**src/rtl/buck_ctrl_defines.svh**
```systemverilog
`ifndef BUCK_CTRL_DEFINES_SVH
`define BUCK_CTRL_DEFINES_SVH

// System clock
`define CLK_NS 10

// Spread spectrum build option, fixed at build time
`define SPREAD_OPTION 1'b1

// Switching clock
`define NOM_FREQ_KHZ 400
`define NOM_PERIOD_CYC (1000000 / (`NOM_FREQ_KHZ * `CLK_NS))
`define SPREAD_PCT 2
`define SPREAD_MAX_CYC (`NOM_PERIOD_CYC * `SPREAD_PCT / 100)
`define HOP_MAX_STEP 2
`define SLOW_FACTOR 4
`define LFSR_SEED 20'h00001

// External synchronisation
`define SYNC_QUAL_EDGES 2048
`define SYNC_LOST_CYC 1000

// Hiccup
`define HICCUP_COUNT 128
`define HICCUP_WAIT_US 5500

// Reference and soft start
`define REF_TARGET 1000
`define REF_SS_PCT 90
`define TSS_US 3500
`define SOFT_START_RELEASE_US 5500
`define SS_STEP_CYC ((`TSS_US * 1000 / `CLK_NS) / (`REF_TARGET * `REF_SS_PCT / 100))
`define RECOV_MARGIN_DIV 100

// Bootstrap recharge (threshold 2.1 V is in the comparator)
`define BOOT_CHG_NS 200
`define BOOT_CHG_CYC ((`BOOT_CHG_NS + `CLK_NS - 1) / `CLK_NS)

// Register map
`define ADDR_CTRL 8'h00
`define ADDR_STATUS 8'h04
`define ADDR_REF 8'h08
`define CTRL_FORCED_BIT 0
`define RESP_OKAY 2'h0
`define RESP_SLVERR 2'h2

`endif

```
**src/rtl/buck_ctrl_pkg.sv**
```systemverilog
package buck_ctrl_pkg;

	// Converter sequencing states
	typedef enum logic [2:0] {
		ST_OFF,
		ST_SOFT,
		ST_RUN,
		ST_RECOVER,
		ST_HICCUP
	} state_e;

endpackage

```
**src/rtl/buck_softstart_spread_ctrl.sv**
```systemverilog
// Added by the designer: the address map and the AXI4-Lite register port.
`timescale 1ns/1ns
`include "buck_ctrl_defines.svh"
// Function
// - boot undervoltage: lower switch recharge before upper
// - spread spectrum is a build-time option
// - spread band is plus/minus two percent
// - LFSR hops per cycle, bounded step
// - hop sequence repeats below 1.5 Hz
// - dropout slowing disables spread spectrum
// - auto light-load slowing disables spread; forced keeps
// - minimum on-time slowing disables spread spectrum
// - external sync lock disables spread spectrum
// - four events trigger soft start
// - reference ramps, 90% at soft-start time
// - soft start forces auto, diode emulation
// - forced mode, hiccup inhibited until regulation/timer
// - recovery sets reference 1% above output
// - hiccup off in dropout, allowed below 0.4
// - forced mode permitted during recovery
// - hiccup after >128 cycles below 0.4
// - recovery climbs at soft-start ramp rate
// - sync qualified 2048 edges before switching
module buck_softstart_spread_ctrl #(
	parameter int SOFT_START_RELEASE_CYC = `SOFT_START_RELEASE_US * 1000 / `CLK_NS,
	parameter int HICCUP_WAIT_CYC = `HICCUP_WAIT_US * 1000 / `CLK_NS
) (
	input wire logic sys_clk,
	input wire logic nrst,
	input wire logic bootstrap_capacitor_node_low,
	input wire logic out_low,
	input wire logic out_below_40,
	input wire logic dropout,
	input wire logic min_on_time,
	input wire logic light_load,
	input wire logic sync_edge,
	input wire logic in_regulation,
	input wire logic pwm_on,
	input wire logic zero_cross,
	input wire logic uvlo_ok,
	input wire logic en,
	input wire logic thermal_ok,
	input wire logic [9:0] out_level,
	output logic upper_switch,
	output logic lower_switch,
	output logic cycle_start,
	output logic [9:0] ref_code,
	output logic diode_emulation,
	output logic forced_pulse_width_mode,
	output logic spread_active,
	output logic clock_locked,
	output logic hiccup_active,
	output logic soft_start_active,
	input wire logic [7:0] s_axi_awaddr,
	input wire logic s_axi_awvalid,
	output logic s_axi_awready,
	input wire logic [31:0] s_axi_wdata,
	input wire logic [3:0] s_axi_wstrb,
	input wire logic s_axi_wvalid,
	output logic s_axi_wready,
	output logic [1:0] s_axi_bresp,
	output logic s_axi_bvalid,
	input wire logic s_axi_bready,
	input wire logic [7:0] s_axi_araddr,
	input wire logic s_axi_arvalid,
	output logic s_axi_arready,
	output logic [31:0] s_axi_rdata,
	output logic [1:0] s_axi_rresp,
	output logic s_axi_rvalid,
	input wire logic s_axi_rready
);
	localparam int NSYNC = 23;
	localparam logic [9:0] REF_FULL = 10'(`REF_TARGET);
	localparam logic signed [5:0] SPREAD_MAX = 6'(`SPREAD_MAX_CYC);

	buck_ctrl_pkg::state_e state, next_state;
	logic [NSYNC-1:0] raw, s2;
	logic boot_uv_s, out_low_s, below40_s, dropout_s, min_on_s, light_s, sync_s, in_reg_s;
	logic pwm_s, zc_s, uvlo_s, en_s, therm_s;
	logic [9:0] out_level_s;

	// Analog flags arrive asynchronously; out_level is assumed slow moving
	assign raw = {bootstrap_capacitor_node_low, out_low, out_below_40, dropout, min_on_time,
		light_load, sync_edge, in_regulation, pwm_on, zero_cross, uvlo_ok, en, thermal_ok,
		out_level};
	assign {boot_uv_s, out_low_s, below40_s, dropout_s, min_on_s, light_s, sync_s, in_reg_s,
		pwm_s, zc_s, uvlo_s, en_s, therm_s, out_level_s} = s2;

	// Two-flop synchroniser per input bit
	generate
		for (genvar gi = 0; gi < NSYNC; gi++) begin : g_sync
			logic f1, f2;
			always_ff @(posedge sys_clk or negedge nrst) begin
				if (!nrst) begin
					f1 <= 1'b0;
					f2 <= 1'b0;
				end else begin
					f1 <= raw[gi];
					f2 <= f1;
				end
			end
			assign s2[gi] = f2;
		end
	endgenerate

	logic active, active_d, sync_d, sync_rise, ss_trigger, hiccup_end;
	logic running, tick, slowed, next_spread, hiccup_allowed, hiccup_trip;
	logic ss_done, ctrl_forced, next_forced, step, recharge;
	logic [19:0] tmr, lfsr;
	logic [9:0] step_cnt;
	logic [7:0] hc_cnt;
	logic [11:0] qual_cnt;
	logic [10:0] lost_cnt, per_cnt, period_m1;
	logic [4:0] rech_cnt;
	logic signed [5:0] hop_off, hop_d, hop_sum, next_hop;
	logic [10:0] rsum;
	logic [9:0] recov_ref, next_ref;
	logic next_upper, next_lower;

	// Start-up events: supply, enable, thermal recovery, end of hiccup wait
	assign active = uvlo_s & en_s & therm_s;
	assign sync_rise = sync_s & ~sync_d;
	assign hiccup_end = (state == buck_ctrl_pkg::ST_HICCUP) && (tmr == 20'(HICCUP_WAIT_CYC - 1));
	assign ss_trigger = (active & ~active_d) | hiccup_end;
	assign running = (state == buck_ctrl_pkg::ST_SOFT) || (state == buck_ctrl_pkg::ST_RUN) ||
		(state == buck_ctrl_pkg::ST_RECOVER);
	assign ss_done = in_reg_s || (tmr == 20'(SOFT_START_RELEASE_CYC - 1));

	// Hiccup only outside soft start and never in dropout regulation
	assign hiccup_allowed = ((state == buck_ctrl_pkg::ST_RUN) ||
		(state == buck_ctrl_pkg::ST_RECOVER)) && !dropout_s;
	assign hiccup_trip = tick && hiccup_allowed && below40_s &&
		(hc_cnt == 8'(`HICCUP_COUNT));

	// Sequencer
	always_comb begin
		next_state = state;
		case (state)
			buck_ctrl_pkg::ST_OFF: if (ss_trigger) next_state = buck_ctrl_pkg::ST_SOFT;
			buck_ctrl_pkg::ST_SOFT: if (ss_done) next_state = buck_ctrl_pkg::ST_RUN;
			buck_ctrl_pkg::ST_RUN: begin
				if (hiccup_trip) next_state = buck_ctrl_pkg::ST_HICCUP;
				else if (out_low_s) next_state = buck_ctrl_pkg::ST_RECOVER;
			end
			buck_ctrl_pkg::ST_RECOVER: begin
				if (hiccup_trip) next_state = buck_ctrl_pkg::ST_HICCUP;
				else if (!out_low_s && ref_code == REF_FULL) next_state = buck_ctrl_pkg::ST_RUN;
			end
			buck_ctrl_pkg::ST_HICCUP: if (hiccup_end) next_state = buck_ctrl_pkg::ST_SOFT;
			default: next_state = buck_ctrl_pkg::ST_OFF;
		endcase
		if (!active) next_state = buck_ctrl_pkg::ST_OFF;
	end

	// State, event edges and state timer
	always_ff @(posedge sys_clk or negedge nrst) begin
		if (!nrst) begin
			state <= buck_ctrl_pkg::ST_OFF;
			active_d <= 1'b0;
			sync_d <= 1'b0;
			tmr <= 20'h00000;
		end else begin
			state <= next_state;
			active_d <= active;
			sync_d <= sync_s;
			tmr <= (next_state != state) ? 20'h00000 : tmr + 20'h00001;
		end
	end

	// Reference ramp; one code per step keeps start-up and recovery equal
	assign step = (step_cnt == 10'(`SS_STEP_CYC - 1));
	assign rsum = {1'b0, out_level_s} + 11'(out_level_s / 10'(`RECOV_MARGIN_DIV));
	assign recov_ref = (rsum > {1'b0, REF_FULL}) ? REF_FULL : rsum[9:0];

	always_comb begin
		next_ref = ref_code;
		case (state)
			buck_ctrl_pkg::ST_SOFT: if (step && ref_code < REF_FULL) next_ref = ref_code + 10'h001;
			buck_ctrl_pkg::ST_RUN: next_ref = out_low_s ? recov_ref : REF_FULL;
			buck_ctrl_pkg::ST_RECOVER: begin
				if (out_low_s) next_ref = recov_ref;
				else if (step && ref_code < REF_FULL) next_ref = ref_code + 10'h001;
			end
			default: next_ref = 10'h000;
		endcase
	end

	always_ff @(posedge sys_clk or negedge nrst) begin
		if (!nrst) begin
			step_cnt <= 10'h000;
			ref_code <= 10'h000;
		end else begin
			step_cnt <= step ? 10'h000 : step_cnt + 10'h001;
			ref_code <= next_ref;
		end
	end

	// Soft start forces auto mode with diode emulation; recovery keeps forced mode
	assign next_forced = ctrl_forced && running && (state != buck_ctrl_pkg::ST_SOFT);

	always_ff @(posedge sys_clk or negedge nrst) begin
		if (!nrst) begin
			forced_pulse_width_mode <= 1'b0;
			diode_emulation <= 1'b1;
			hiccup_active <= 1'b0;
			soft_start_active <= 1'b0;
		end else begin
			forced_pulse_width_mode <= next_forced;
			diode_emulation <= !next_forced;
			hiccup_active <= (next_state == buck_ctrl_pkg::ST_HICCUP);
			soft_start_active <= (next_state == buck_ctrl_pkg::ST_SOFT);
		end
	end

	// Consecutive low-output cycle count, cleared on any good cycle
	always_ff @(posedge sys_clk or negedge nrst) begin
		if (!nrst) begin
			hc_cnt <= 8'h00;
		end else if (!hiccup_allowed) begin
			hc_cnt <= 8'h00;
		end else if (tick) begin
			hc_cnt <= (below40_s && !hiccup_trip) ? hc_cnt + 8'h01 : 8'h00;
		end
	end

	// Sync qualification; a gap longer than the lost time restarts it
	always_ff @(posedge sys_clk or negedge nrst) begin
		if (!nrst) begin
			qual_cnt <= 12'h000;
			lost_cnt <= 11'h000;
			clock_locked <= 1'b0;
		end else if (sync_rise) begin
			lost_cnt <= 11'h000;
			if (qual_cnt != 12'(`SYNC_QUAL_EDGES - 1)) qual_cnt <= qual_cnt + 12'h001;
			else clock_locked <= 1'b1;
		end else if (lost_cnt == 11'(`SYNC_LOST_CYC - 1)) begin
			qual_cnt <= 12'h000;
			clock_locked <= 1'b0;
		end else begin
			lost_cnt <= lost_cnt + 11'h001;
		end
	end

	// Any slowed clock or external lock stops hopping
	assign slowed = dropout_s | min_on_s | (light_s & ~forced_pulse_width_mode);
	assign next_spread = `SPREAD_OPTION && running && !slowed && !clock_locked;

	// Period: nominal plus hop offset, or stretched when slowed
	assign period_m1 = slowed ? 11'(`NOM_PERIOD_CYC * `SLOW_FACTOR - 1) :
		11'(`NOM_PERIOD_CYC - 1) + 11'(hop_off);
	assign tick = clock_locked ? sync_rise : (per_cnt >= period_m1);

	// LFSR picks a step of -2,-1,+1,+2; band edges reflect the step
	assign hop_d = lfsr[1] ? (lfsr[0] ? 6'sd2 : 6'sd1) : (lfsr[0] ? -6'sd2 : -6'sd1);
	assign hop_sum = hop_off + hop_d;
	assign next_hop = (hop_sum > SPREAD_MAX || hop_sum < -SPREAD_MAX) ?
		hop_off - hop_d : hop_sum;

	always_ff @(posedge sys_clk or negedge nrst) begin
		if (!nrst) begin
			per_cnt <= 11'h000;
			cycle_start <= 1'b0;
			spread_active <= 1'b0;
			hop_off <= 6'sd0;
			lfsr <= `LFSR_SEED;
		end else begin
			per_cnt <= tick ? 11'h000 : per_cnt + 11'h001;
			cycle_start <= tick;
			spread_active <= next_spread;
			if (!next_spread) begin
				hop_off <= 6'sd0;
			end else if (tick) begin
				hop_off <= next_hop;
				// 20-bit maximal sequence: repeat well under 1.5 Hz at nominal rate
				lfsr <= {lfsr[18:0], lfsr[19] ^ lfsr[16]};
			end
		end
	end

	// Boot recharge: lower switch on first, upper switch held off meanwhile
	assign recharge = (rech_cnt != 5'h00);
	assign next_upper = running && pwm_s && !recharge && !boot_uv_s;
	assign next_lower = running && !next_upper && (recharge || boot_uv_s ||
		!(diode_emulation && zc_s));

	always_ff @(posedge sys_clk or negedge nrst) begin
		if (!nrst) begin
			rech_cnt <= 5'h00;
			upper_switch <= 1'b0;
			lower_switch <= 1'b0;
		end else begin
			if (boot_uv_s) rech_cnt <= 5'(`BOOT_CHG_CYC);
			else if (recharge) rech_cnt <= rech_cnt - 5'h01;
			upper_switch <= next_upper;
			lower_switch <= next_lower;
		end
	end

	// AXI4-Lite slave; write address and data are taken together
	logic wr_go, rd_go, wr_ctrl, wr_ro;
	logic [31:0] rd_word;
	logic rd_hit;
	assign wr_go = s_axi_awvalid && s_axi_wvalid && !s_axi_bvalid;
	assign s_axi_awready = wr_go;
	assign s_axi_wready = wr_go;
	assign rd_go = s_axi_arvalid && !s_axi_rvalid;
	assign s_axi_arready = rd_go;
	assign wr_ctrl = (s_axi_awaddr == `ADDR_CTRL);
	assign wr_ro = (s_axi_awaddr == `ADDR_STATUS) || (s_axi_awaddr == `ADDR_REF);
	assign rd_hit = (s_axi_araddr == `ADDR_CTRL) || (s_axi_araddr == `ADDR_STATUS) ||
		(s_axi_araddr == `ADDR_REF);
	assign rd_word = (s_axi_araddr == `ADDR_CTRL) ? {31'h00000000, ctrl_forced} :
		(s_axi_araddr == `ADDR_STATUS) ? {24'h000000, clock_locked, spread_active,
			forced_pulse_width_mode, diode_emulation, 1'b0, 3'(state)} :
		(s_axi_araddr == `ADDR_REF) ? {16'h0000, 2'h0, hop_off, hc_cnt} :
		32'h00000000;

	always_ff @(posedge sys_clk or negedge nrst) begin
		if (!nrst) begin
			ctrl_forced <= 1'b0;
			s_axi_bvalid <= 1'b0;
			s_axi_bresp <= `RESP_OKAY;
		end else if (wr_go) begin
			if (wr_ctrl && s_axi_wstrb[0]) ctrl_forced <= s_axi_wdata[`CTRL_FORCED_BIT];
			s_axi_bvalid <= 1'b1;
			s_axi_bresp <= (wr_ctrl || wr_ro) ? `RESP_OKAY : `RESP_SLVERR;
		end else if (s_axi_bready) begin
			s_axi_bvalid <= 1'b0;
		end
	end

	always_ff @(posedge sys_clk or negedge nrst) begin
		if (!nrst) begin
			s_axi_rvalid <= 1'b0;
			s_axi_rdata <= 32'h00000000;
			s_axi_rresp <= `RESP_OKAY;
		end else if (rd_go) begin
			s_axi_rvalid <= 1'b1;
			s_axi_rdata <= rd_word;
			s_axi_rresp <= rd_hit ? `RESP_OKAY : `RESP_SLVERR;
		end else if (s_axi_rready) begin
			s_axi_rvalid <= 1'b0;
		end
	end
endmodule

```
**config.mk**
```make
export PLATFORM = sky130hd
export DESIGN_NAME = buck_softstart_spread_ctrl
export DESIGN_NICKNAME = d
export VERILOG_FILES = /design/src/rtl/buck_ctrl_pkg.sv /design/src/rtl/buck_softstart_spread_ctrl.sv
export VERILOG_INCLUDE_DIRS = /design/src /design/src/rtl
export SDC_FILE = /design/constraint.sdc
export NUM_CORES = 1
export LEC_CHECK = 0
export ABC_AREA = 1
export BUFFER_PORTS_ARGS = -buffer_cell sky130_fd_sc_hd__buf_2
export CAP_MARGIN = 0
export CORE_AREA = 3 3 145 147
export CTS_CLUSTER_DIAMETER = 200
export CTS_CLUSTER_SIZE = 16
export DETAILED_ROUTE_END_ITERATION = 8
export DIE_AREA = 0 0 148 150
export GPL_TIMING_DRIVEN = 0
export PLACE_DENSITY = 0.7
export SLEW_MARGIN = 40
export SYNTH_ARGS = -nofsm -noshare
export SYNTH_HDL_FRONTEND = slang
export SYNTH_SLANG_ARGS = --single-unit
```
**constraint.sdc**
```tcl
create_clock -name sys_clk -period 10.1 [get_ports sys_clk]
set_clock_uncertainty 0.1 [all_clocks]
set_input_delay 1.01 -clock sys_clk [delete_from_list [all_inputs] [get_ports sys_clk]]
set_output_delay 1.01 -clock sys_clk [all_outputs]
set_load 0.02 [all_outputs]
```
Word-level counts from Yosys, hierarchy flattened --
Index checks and enable logic that the tools add are counted.
Word-level totals: logic and storage cells 231, register bits after elaboration 212, RAM bits 0, bits of input ports 82, bits in latches 0, memory bits (read-only) 0, memories kept 0, output and inout bits 60
Operators by class: eq/ne operators 23, bitwise gates (word level) 12, reduce and logical (&&, ||, !) cells 57, divide/modulo/power cells 1, mux-type cells 47, shift-type cells 0, magnitude comparators 5, multiply operators 0, $add $sub $neg 12
Operators with widths (number):
- $mux W10 | 5
- $mux W11 | 4
- $mux W14 | 3
- $mux W12 | 3
- $pmux W10 S3 | 1
- $mux W3 | 8
- $mux W6 | 4
- $mux W8 | 3
- $add A11 B1 Y11 const B | 2
- $logic_and A1 B1 Y1 | 22
- $add A10 B1 Y10 const B | 2
- $add A20 B1 Y20 const B | 1
- $eq A20 B20 Y1 const B | 1
- $mux W20 | 1
- $eq A8 B3 Y1 const B | 2
- $eq A8 B4 Y1 const B | 2
- $logic_not A8 Y1 | 2
- $pmux W3 S5 | 1
- $add A12 B1 Y12 const B | 1
- $logic_not A1 Y1 | 12
- $ne A12 B11 Y1 const B | 1
- $add A10 B11 Y11 | 1
- $div A10 B7 Y11 const B | 1
- $eq A11 B10 Y1 const B | 1
- 32 further kinds | 73

Longest topological paths before layout --
Gate-level depths: netlist (run 1).
depth in word-level cells 14, depth in mapped cells 32, mapped depth without buffers 32

Worst setup path after synthesis (run 1) --
OpenSTA, ideal clock, no wires.
path type reg2reg, from register g_sync[7].f2, to register ref_code[2], arrival 3.189 ns, period minus slack after synthesis 3.417 ns, required time 9.872 ns, slack 6.683 ns, buffers on the path 0, stages on the path, launching flop included 28, library setup time 0.128 ns, cells stage by stage dfrtp_1 > nor2_2 > nand2_1 > nand3_1 > nand2_1 > nor3_2 > nand2_2 > nand2_2 > nand2_1 > nand4_1 > nand2_1 > nand2_1 > nand2_1 > nor2_1 > nor2_1 > ha_1 > fa_1 > a21oi_1 > o21ai_2 > xor2_1 > o21ai_0 > nand2_1 > nor2_1 > nand3_1 > nand3_1 > nand2_1 > nand2_1 > o21ai_0
Between the ends: word-level cells in the longest chain between the ends 6, elaborated cells between the ends (all ways) 7, classes of those cells 1 x add/sub; 1 x div; 1 x order compare; 4 x mux
Ends and longest elaborated chain:
- start, declared | line buck_softstart_spread_ctrl.sv:92 | logic f1, f2;
- start signal, assigned | line buck_softstart_spread_ctrl.sv:96 | f2 <= 1'b0;
- start signal, assigned | line buck_softstart_spread_ctrl.sv:99 | f2 <= f1;
- $div A10 B7 Y11 | line buck_softstart_spread_ctrl.sv:172 | assign rsum = {1'b0, out_level_s} + 11'(out_level_s / 10'(`RECOV_MARGIN_DIV));
- $add A10 B11 Y11 * | line buck_softstart_spread_ctrl.sv:172
- $gt A11 B10 Y1 | line buck_softstart_spread_ctrl.sv:173 | assign recov_ref = (rsum > {1'b0, REF_FULL}) ? REF_FULL : rsum[9:0];
- $mux W10 * | line buck_softstart_spread_ctrl.sv:173
- $mux W10, on equally long branches | line buck_softstart_spread_ctrl.sv:181, buck_softstart_spread_ctrl.sv:179
- $pmux W10 S3 * | line buck_softstart_spread_ctrl.sv:177 | case (state)
- named net next_ref[2] | line buck_softstart_spread_ctrl.sv:117 | logic [9:0] recov_ref, next_ref;
- end signal, assigned | line buck_softstart_spread_ctrl.sv:194 | ref_code <= next_ref;
- end, declared | line buck_softstart_spread_ctrl.sv:47 | output logic [9:0] ref_code,
Mark *: on every way through the listed nets, which the timed path passes. The rest lies on a longest branch. A chain may end at the register's enable or synchronous reset.

Worst setup path after layout (run 1) --
Same ends and word-level chain as after synthesis.

==> results.cfg, run 1 <==
[run_status]
status = complete, no violations

[logic_synthesis]
synth_top_area_share = 0.480
ys_types = 57
synth_ff_type = dfrtp_1
async_flop_share = 1.00
synth.most_common_cell = nand2_1
synth_seq_cells = 192
netlist.top_cell.by_area = dfrtp_1
ys.warnings.count = 0
synth-edff-count = 0
syn_inst = 1136
synth_area_mm2 = 0.00990
avgSynthCellArea_um2 = 8.72
yosys-top-cells-area = dfrtp_1 (48%), nand2_1 (8.9%), inv_1 (5.6%)
synth_common_cells = nand2_1 (236), dfrtp_1 (190), inv_1 (148)
seq_area_frac_synth = 0.486

[route]
routed_wire_length_per_instance_um = 12.8
via_per_inst = 4.90
drtIter0Drc = 320
first_pass_iters = 4
dr_total_vias = 7574
ant_nets = 0
routed_wl_um = 19800
remaining_drc_errors = 0

[clock_network]
ctsRootBufferMaster = clkbuf_16
cts_setup_buffers = 0
clock-sinks = 192
hold_buffers = 0
clock_latency_ns = 0.43
clockBufferDepth = 2
cts.htree.levels = 4
cts_tree = done
numCtsBuffers = 17
cts_resized = 0
path_clk_slew_ns = 0.07

[pwr]
leakage_nw = 5.74
p_total_mw = 1.71
powerDensity_mw_per_mm2 = 150
p_sw_mw = 0.468
switching_share = 0.273
ir_worst_vdd_mv = 0.103
power.share.clock = 0.389
internal-power_mw = 1.25
comb_power_share = 0.118
power_frac_seq = 0.493

[sta]
min_period_ns = 4.02
tightest_slew_ns = 0.623
period_share = 0.398
max_clock_freq_mhz = 249
fin_tns_setup_ns = 0
slew_headroom = 0.581
hold_viol = 0
maxSlewViolCount = 0
rsz0062_at_grt = no
setup_viol = 0

[die]
fp.coreArea_mm2 = 0.0200
die_h_um = 150
num_rows = 52
fp.dieArea_mm2 = 0.0222
io_pins = 142
dieWidth_um = 148
start_util = 0.494

[min_path]
min_path_type = reg2reg
min_from = g_sync[10].f1

[final_layout]
utilization = 0.570
diodes = 0
synthToLayoutAreaGrowth_pct = 15.3
drive_gt1_frac = 0.175
fin_nets = 1385

[grt]
gr-total-overflow = 0
grt_pass1_vias = 7298
antenna_found_initial = 0
grt_usage = 0.188
grt_pass1_wl_um = 34200
grt_max_degree = 77

[placement]
dp_hpwl_um = 15000
portBuffers = 87
place_congestion = 0.865

[setup_path]
cp_top_family = simple AND/OR/NAND/NOR gates
cp_max_fo = 7
cp_common_cell = nand2_1
worst_ep_arrival_time_ns = 4.22
critPathBufInv = 0
crit_type = reg2reg
critPathLaunchType = register
cp.required_ns = 10.30
cp-startpoint = g_sync[7].f2
reg2reg_from = g_sync[7].f2
cp_slowest_cell = dfrtp_1
cpPeakStageDelay_ns = 0.45
cp-end-kind = register

[job]
maxCapViolations = 0
## routing by layer
metal	global-route usage	wire, um
met5	0	0
met3	0.0379	707
met4	0.0494	212
met2	0.320	9850
met1	0.248	9070
## flip-flops by register name, summed over array words and instances (netlist names), 3 cells and up
register     count
g_sync.f1       23
g_sync.f2       19
hc_cnt           8
hop_off          6
lfsr            20
lost_cnt        11
per_cnt         11
qual_cnt        12
rech_cnt         5
ref_code        10
s_axi_rdata     14
state            3
step_cnt        10
tmr             20
## cells by family (layout without fill, tap and decap cells)
family / after synthesis / after routing / synth area share
AOI/OAI and AO/OA: 148 / 148 / 0.0862
DFF: 192 / 192 / 0.486
adders and majority gates: 39 / 39 / 0.0516
xor gates and xnor gates: 63 / 63 / 0.0557
other: 1 / 20 / 0.000379
and+or+nand+nor: 499 / 499 / 0.236
muxes: 1 / 1 / 0.00101
buffers and inverters: 193 / 315 / 0.0835
## worst paths after layout
path                       cells past startpoint         endpoint  slack, ns
min reg2reg                                    0    g_sync[10].f2       0.25
max                                           27      ref_code[2]       6.08
min                                            0    g_sync[10].f2       0.25
max reg2reg                                   27      ref_code[2]       6.08
min in group asynchronous                      1     g_sync[2].f2       0.27
max in group asynchronous                      3  diode_emulation       8.74
## layout by cell type, fill, tap and decap left out, types with 17 or more instances in the layout
cell type    n
o21ai_0     56
ha_1        36
dfrtp_1    190
clkbuf_16   17
buf_2       90
buf_4       22
a21oi_1     35
nand4_1     25
conb_1      20
nor2_1      88
nand3_1     53
xor2_1      53
inv_1      148
nor2_2      25
nand2_1    236
o22ai_1     19
nor3_1      25
## per-stage QoR
stage          hold WS (ns)  setup WS (ns)  instance area, um2  std cells
2_1_floorplan         0.231           6.68                9970       1155
5_1_grt               0.256           5.72               11400       1547
3_5_place_dp          0.235           6.13               10800       1515
6_report              0.249           6.08               11400       1547
3_3_place_gp          0.233           4.78               10700       1512
4_1_cts               0.250           6.11               11400       1547
## cell type report
| cell class | count | area (um2) |
|---|---|---|
| fillers | 1796 | 8620 |
| flip-flops and latches | 192 | 4810 |
| multi-input cells | 770 | 4340 |
| inverters | 159 | 597 |
| repair buffers | 90 | 520 |
| clock buffers | 18 | 439 |
| well taps | 270 | 338 |
| plain buffers | 34 | 230 |
| clock inverters | 14 | 146 |
## power groups by stage
| stage | logic (mW) | registers [mW] | clock network, mW |
|---|---|---|---|
| after global routing | 0.232 | 0.850 | 0.720 |
| after CTS | 0.204 | 0.844 | 0.686 |
| after floorplan | 0.143 | 0.853 | 0 |
| after detailed placement | 0.203 | 0.858 | 0 |
| final | 0.202 | 0.845 | 0.668 |
| after global placement | 0.193 | 0.856 | 0 |
No activity file was read; power rests on OpenSTA's default activity.
==> run 2: changes to the inputs <==
PLACE_DENSITY = 0.73   (was 0.7)
clock period = 3.7 ns   (was 10.1 ns; I/O delays follow)
==> results.cfg, run 2 (synthesis results as in run 1) <==
[sta]
min_period_ns = 3.91
slew_headroom = 0.601
maxSlewViolCount = 0
worst_hold_slack_ns = 0.0202
setup_ws_ns = -0.213
hold_viol = 0
tightest_slew_ns = 0.593
period_share = 1.06
max_clock_freq_mhz = 256
rsz0062_at_grt = yes
setup_viol = 9

[final_layout]
multiInputGateArea_mm2 = 0.00448
nFillCells = 1748
synthToLayoutAreaGrowth_pct = 19.8
largest_reg_flops = 23
final_cell_mix = nand2_1 (228), dfrtp_1 (186), inv_1 (147)
fin_nets = 1416
mostFrequentLayoutCell = nand2_1
top_regs = g_sync.f1 x23, lfsr x20, tmr x20
drive_gt1_frac = 0.199
design_area_mm2 = 0.0119
diodes = 0
regArea_mm2 = 0.00481
largest_register = g_sync.f1

[setup_path]
cp_max_fo = 7
reg2reg_slack_ns = -0.21
cp_common_cell = nand2_1
worst_ep_arrival_time_ns = 4.13
crit_type = reg2reg
cp-end-kind = register
cp_slowest_cell = dfrtp_2
critPathLaunchType = register
cp.required_ns = 3.92
cpPeakStageDelay_ns = 0.45

[die]
start_util = 0.494
io_pins = 142
die_h_um = 150
dieWidth_um = 148
fp.coreArea_mm2 = 0.0200
fp.dieArea_mm2 = 0.0222
num_rows = 52

[route]
routed_wire_length_per_instance_um = 13.4
ant_nets = 0
routed_wl_um = 21200
via_per_inst = 5.00
first_pass_iters = 5
drtIter0Drc = 444
dr_total_vias = 7885
remaining_drc_errors = 0

[clock_network]
clock_latency_ns = 0.43
cts.htree.levels = 4
cts_tree = done
clockBufferDepth = 2
numCtsBuffers = 17
path_clk_slew_ns = 0.07
ctsRootBufferMaster = clkbuf_16
clock-sinks = 192

[placement]
place_congestion = 0.864
dpl_cell_area_mm2 = 0.0108
portBuffers = 87
post-place-ws_ns = -0.277
dp_hpwl_um = 15000

[grt]
gr-total-overflow = 0
grt_max_degree = 70
grt_pass1_wl_um = 35700
grt_pass1_vias = 7726
grt_usage = 0.196
antenna_found_initial = 0

[pwr]
powerDensity_mw_per_mm2 = 405
leakage_nw = 5.91
ir_worst_vdd_mv = 0.334
p_total_mw = 4.81

[job]
maxCapViolations = 0

[min_path]
min_path_type = in2reg

[run_status]
status = finished, violations left
violations = setup timing
run 2: changes by cell type in the layout (fill, tap and decap cells not counted), sizes merged:
cell         change
dlygate4sd3     +24
buf              +7
clkbuf           +4
clkinvlp         -3
inv              -3
bufinv           +1
clkinv           +1
run 2: where the power goes:
part | switching (mW) | internal [mW]
clock network | 0.805 | 1.08
registers | 0.0958 | 2.21
logic | 0.364 | 0.255
total | 1.26 | 3.54
run 2: final timing paths:
path                                from            end  cells past startpoint
max in group asynchronous           nrst        lfsr[0]                      3
hold reg to reg            g_sync[15].f1  g_sync[15].f2                      0
min in group asynchronous           nrst   g_sync[2].f2                      2
setup reg to reg            g_sync[6].f2    ref_code[0]                     29
setup / recovery            g_sync[6].f2    ref_code[0]                     29
hold / removal              s_axi_rready   s_axi_rvalid                      2
run 2: layout make-up:
cell class	count	area share
clock buffer	22	0.0408
inverter	159	0.0503
timing repair buffer	121	0.0675
clock inverter	10	0.0103
tap	270	0.0285
sequential	192	0.406
multi-input combinational	770	0.378
buffer	34	0.0194
run 2: stage by stage:
| stage | TNS (ns) | cells | util |
|---|---|---|---|
| final | -1.26 | 1578 | 0.592 |
| after global routing | -3.62 | 1578 | 0.592 |
| after CTS | -0.0944 | 1574 | 0.586 |
| after detailed placement | -1.73 | 1514 | 0.539 |
| after global placement | -182.90 | 1512 | 0.536 |
| after floorplan | 0 | 1155 | - |
run 2: critical path, delay by kind of cell (launching register included):
| family | cells | cell delay (ns) |
|---|---|---|
| AO/OA/AOI/OAI | 4 | 0.48 |
| XOR/XNOR | 1 | 0.18 |
| adder cells (fa/ha/maj) | 2 | 0.58 |
| buffers and inverters | 2 | 0.19 |
| flip-flops | 1 | 0.45 |
| AND/OR/NAND/NOR | 20 | 1.83 |
run 2: what timing repair did:
item | CTS | global route
resized for setup | 16 | 27
buffers inserted | 4 | 4
pin swaps | 5 | 14
endpoints found under the hold margin | 90 | 0
setup endpoints to repair | 9 | 10
hold buffers | 24 | 0
run 2: routing by layer:
layer | track usage | vias to the layer above | wire length (um)
li1 | - | 3956 | -
met1 | 0.249 | 3728 | 9190
met2 | 0.340 | 161 | 10600
met3 | 0.0436 | 40 | 904
met4 | 0.0554 | 0 | 440
met5 | 0 | - | 0
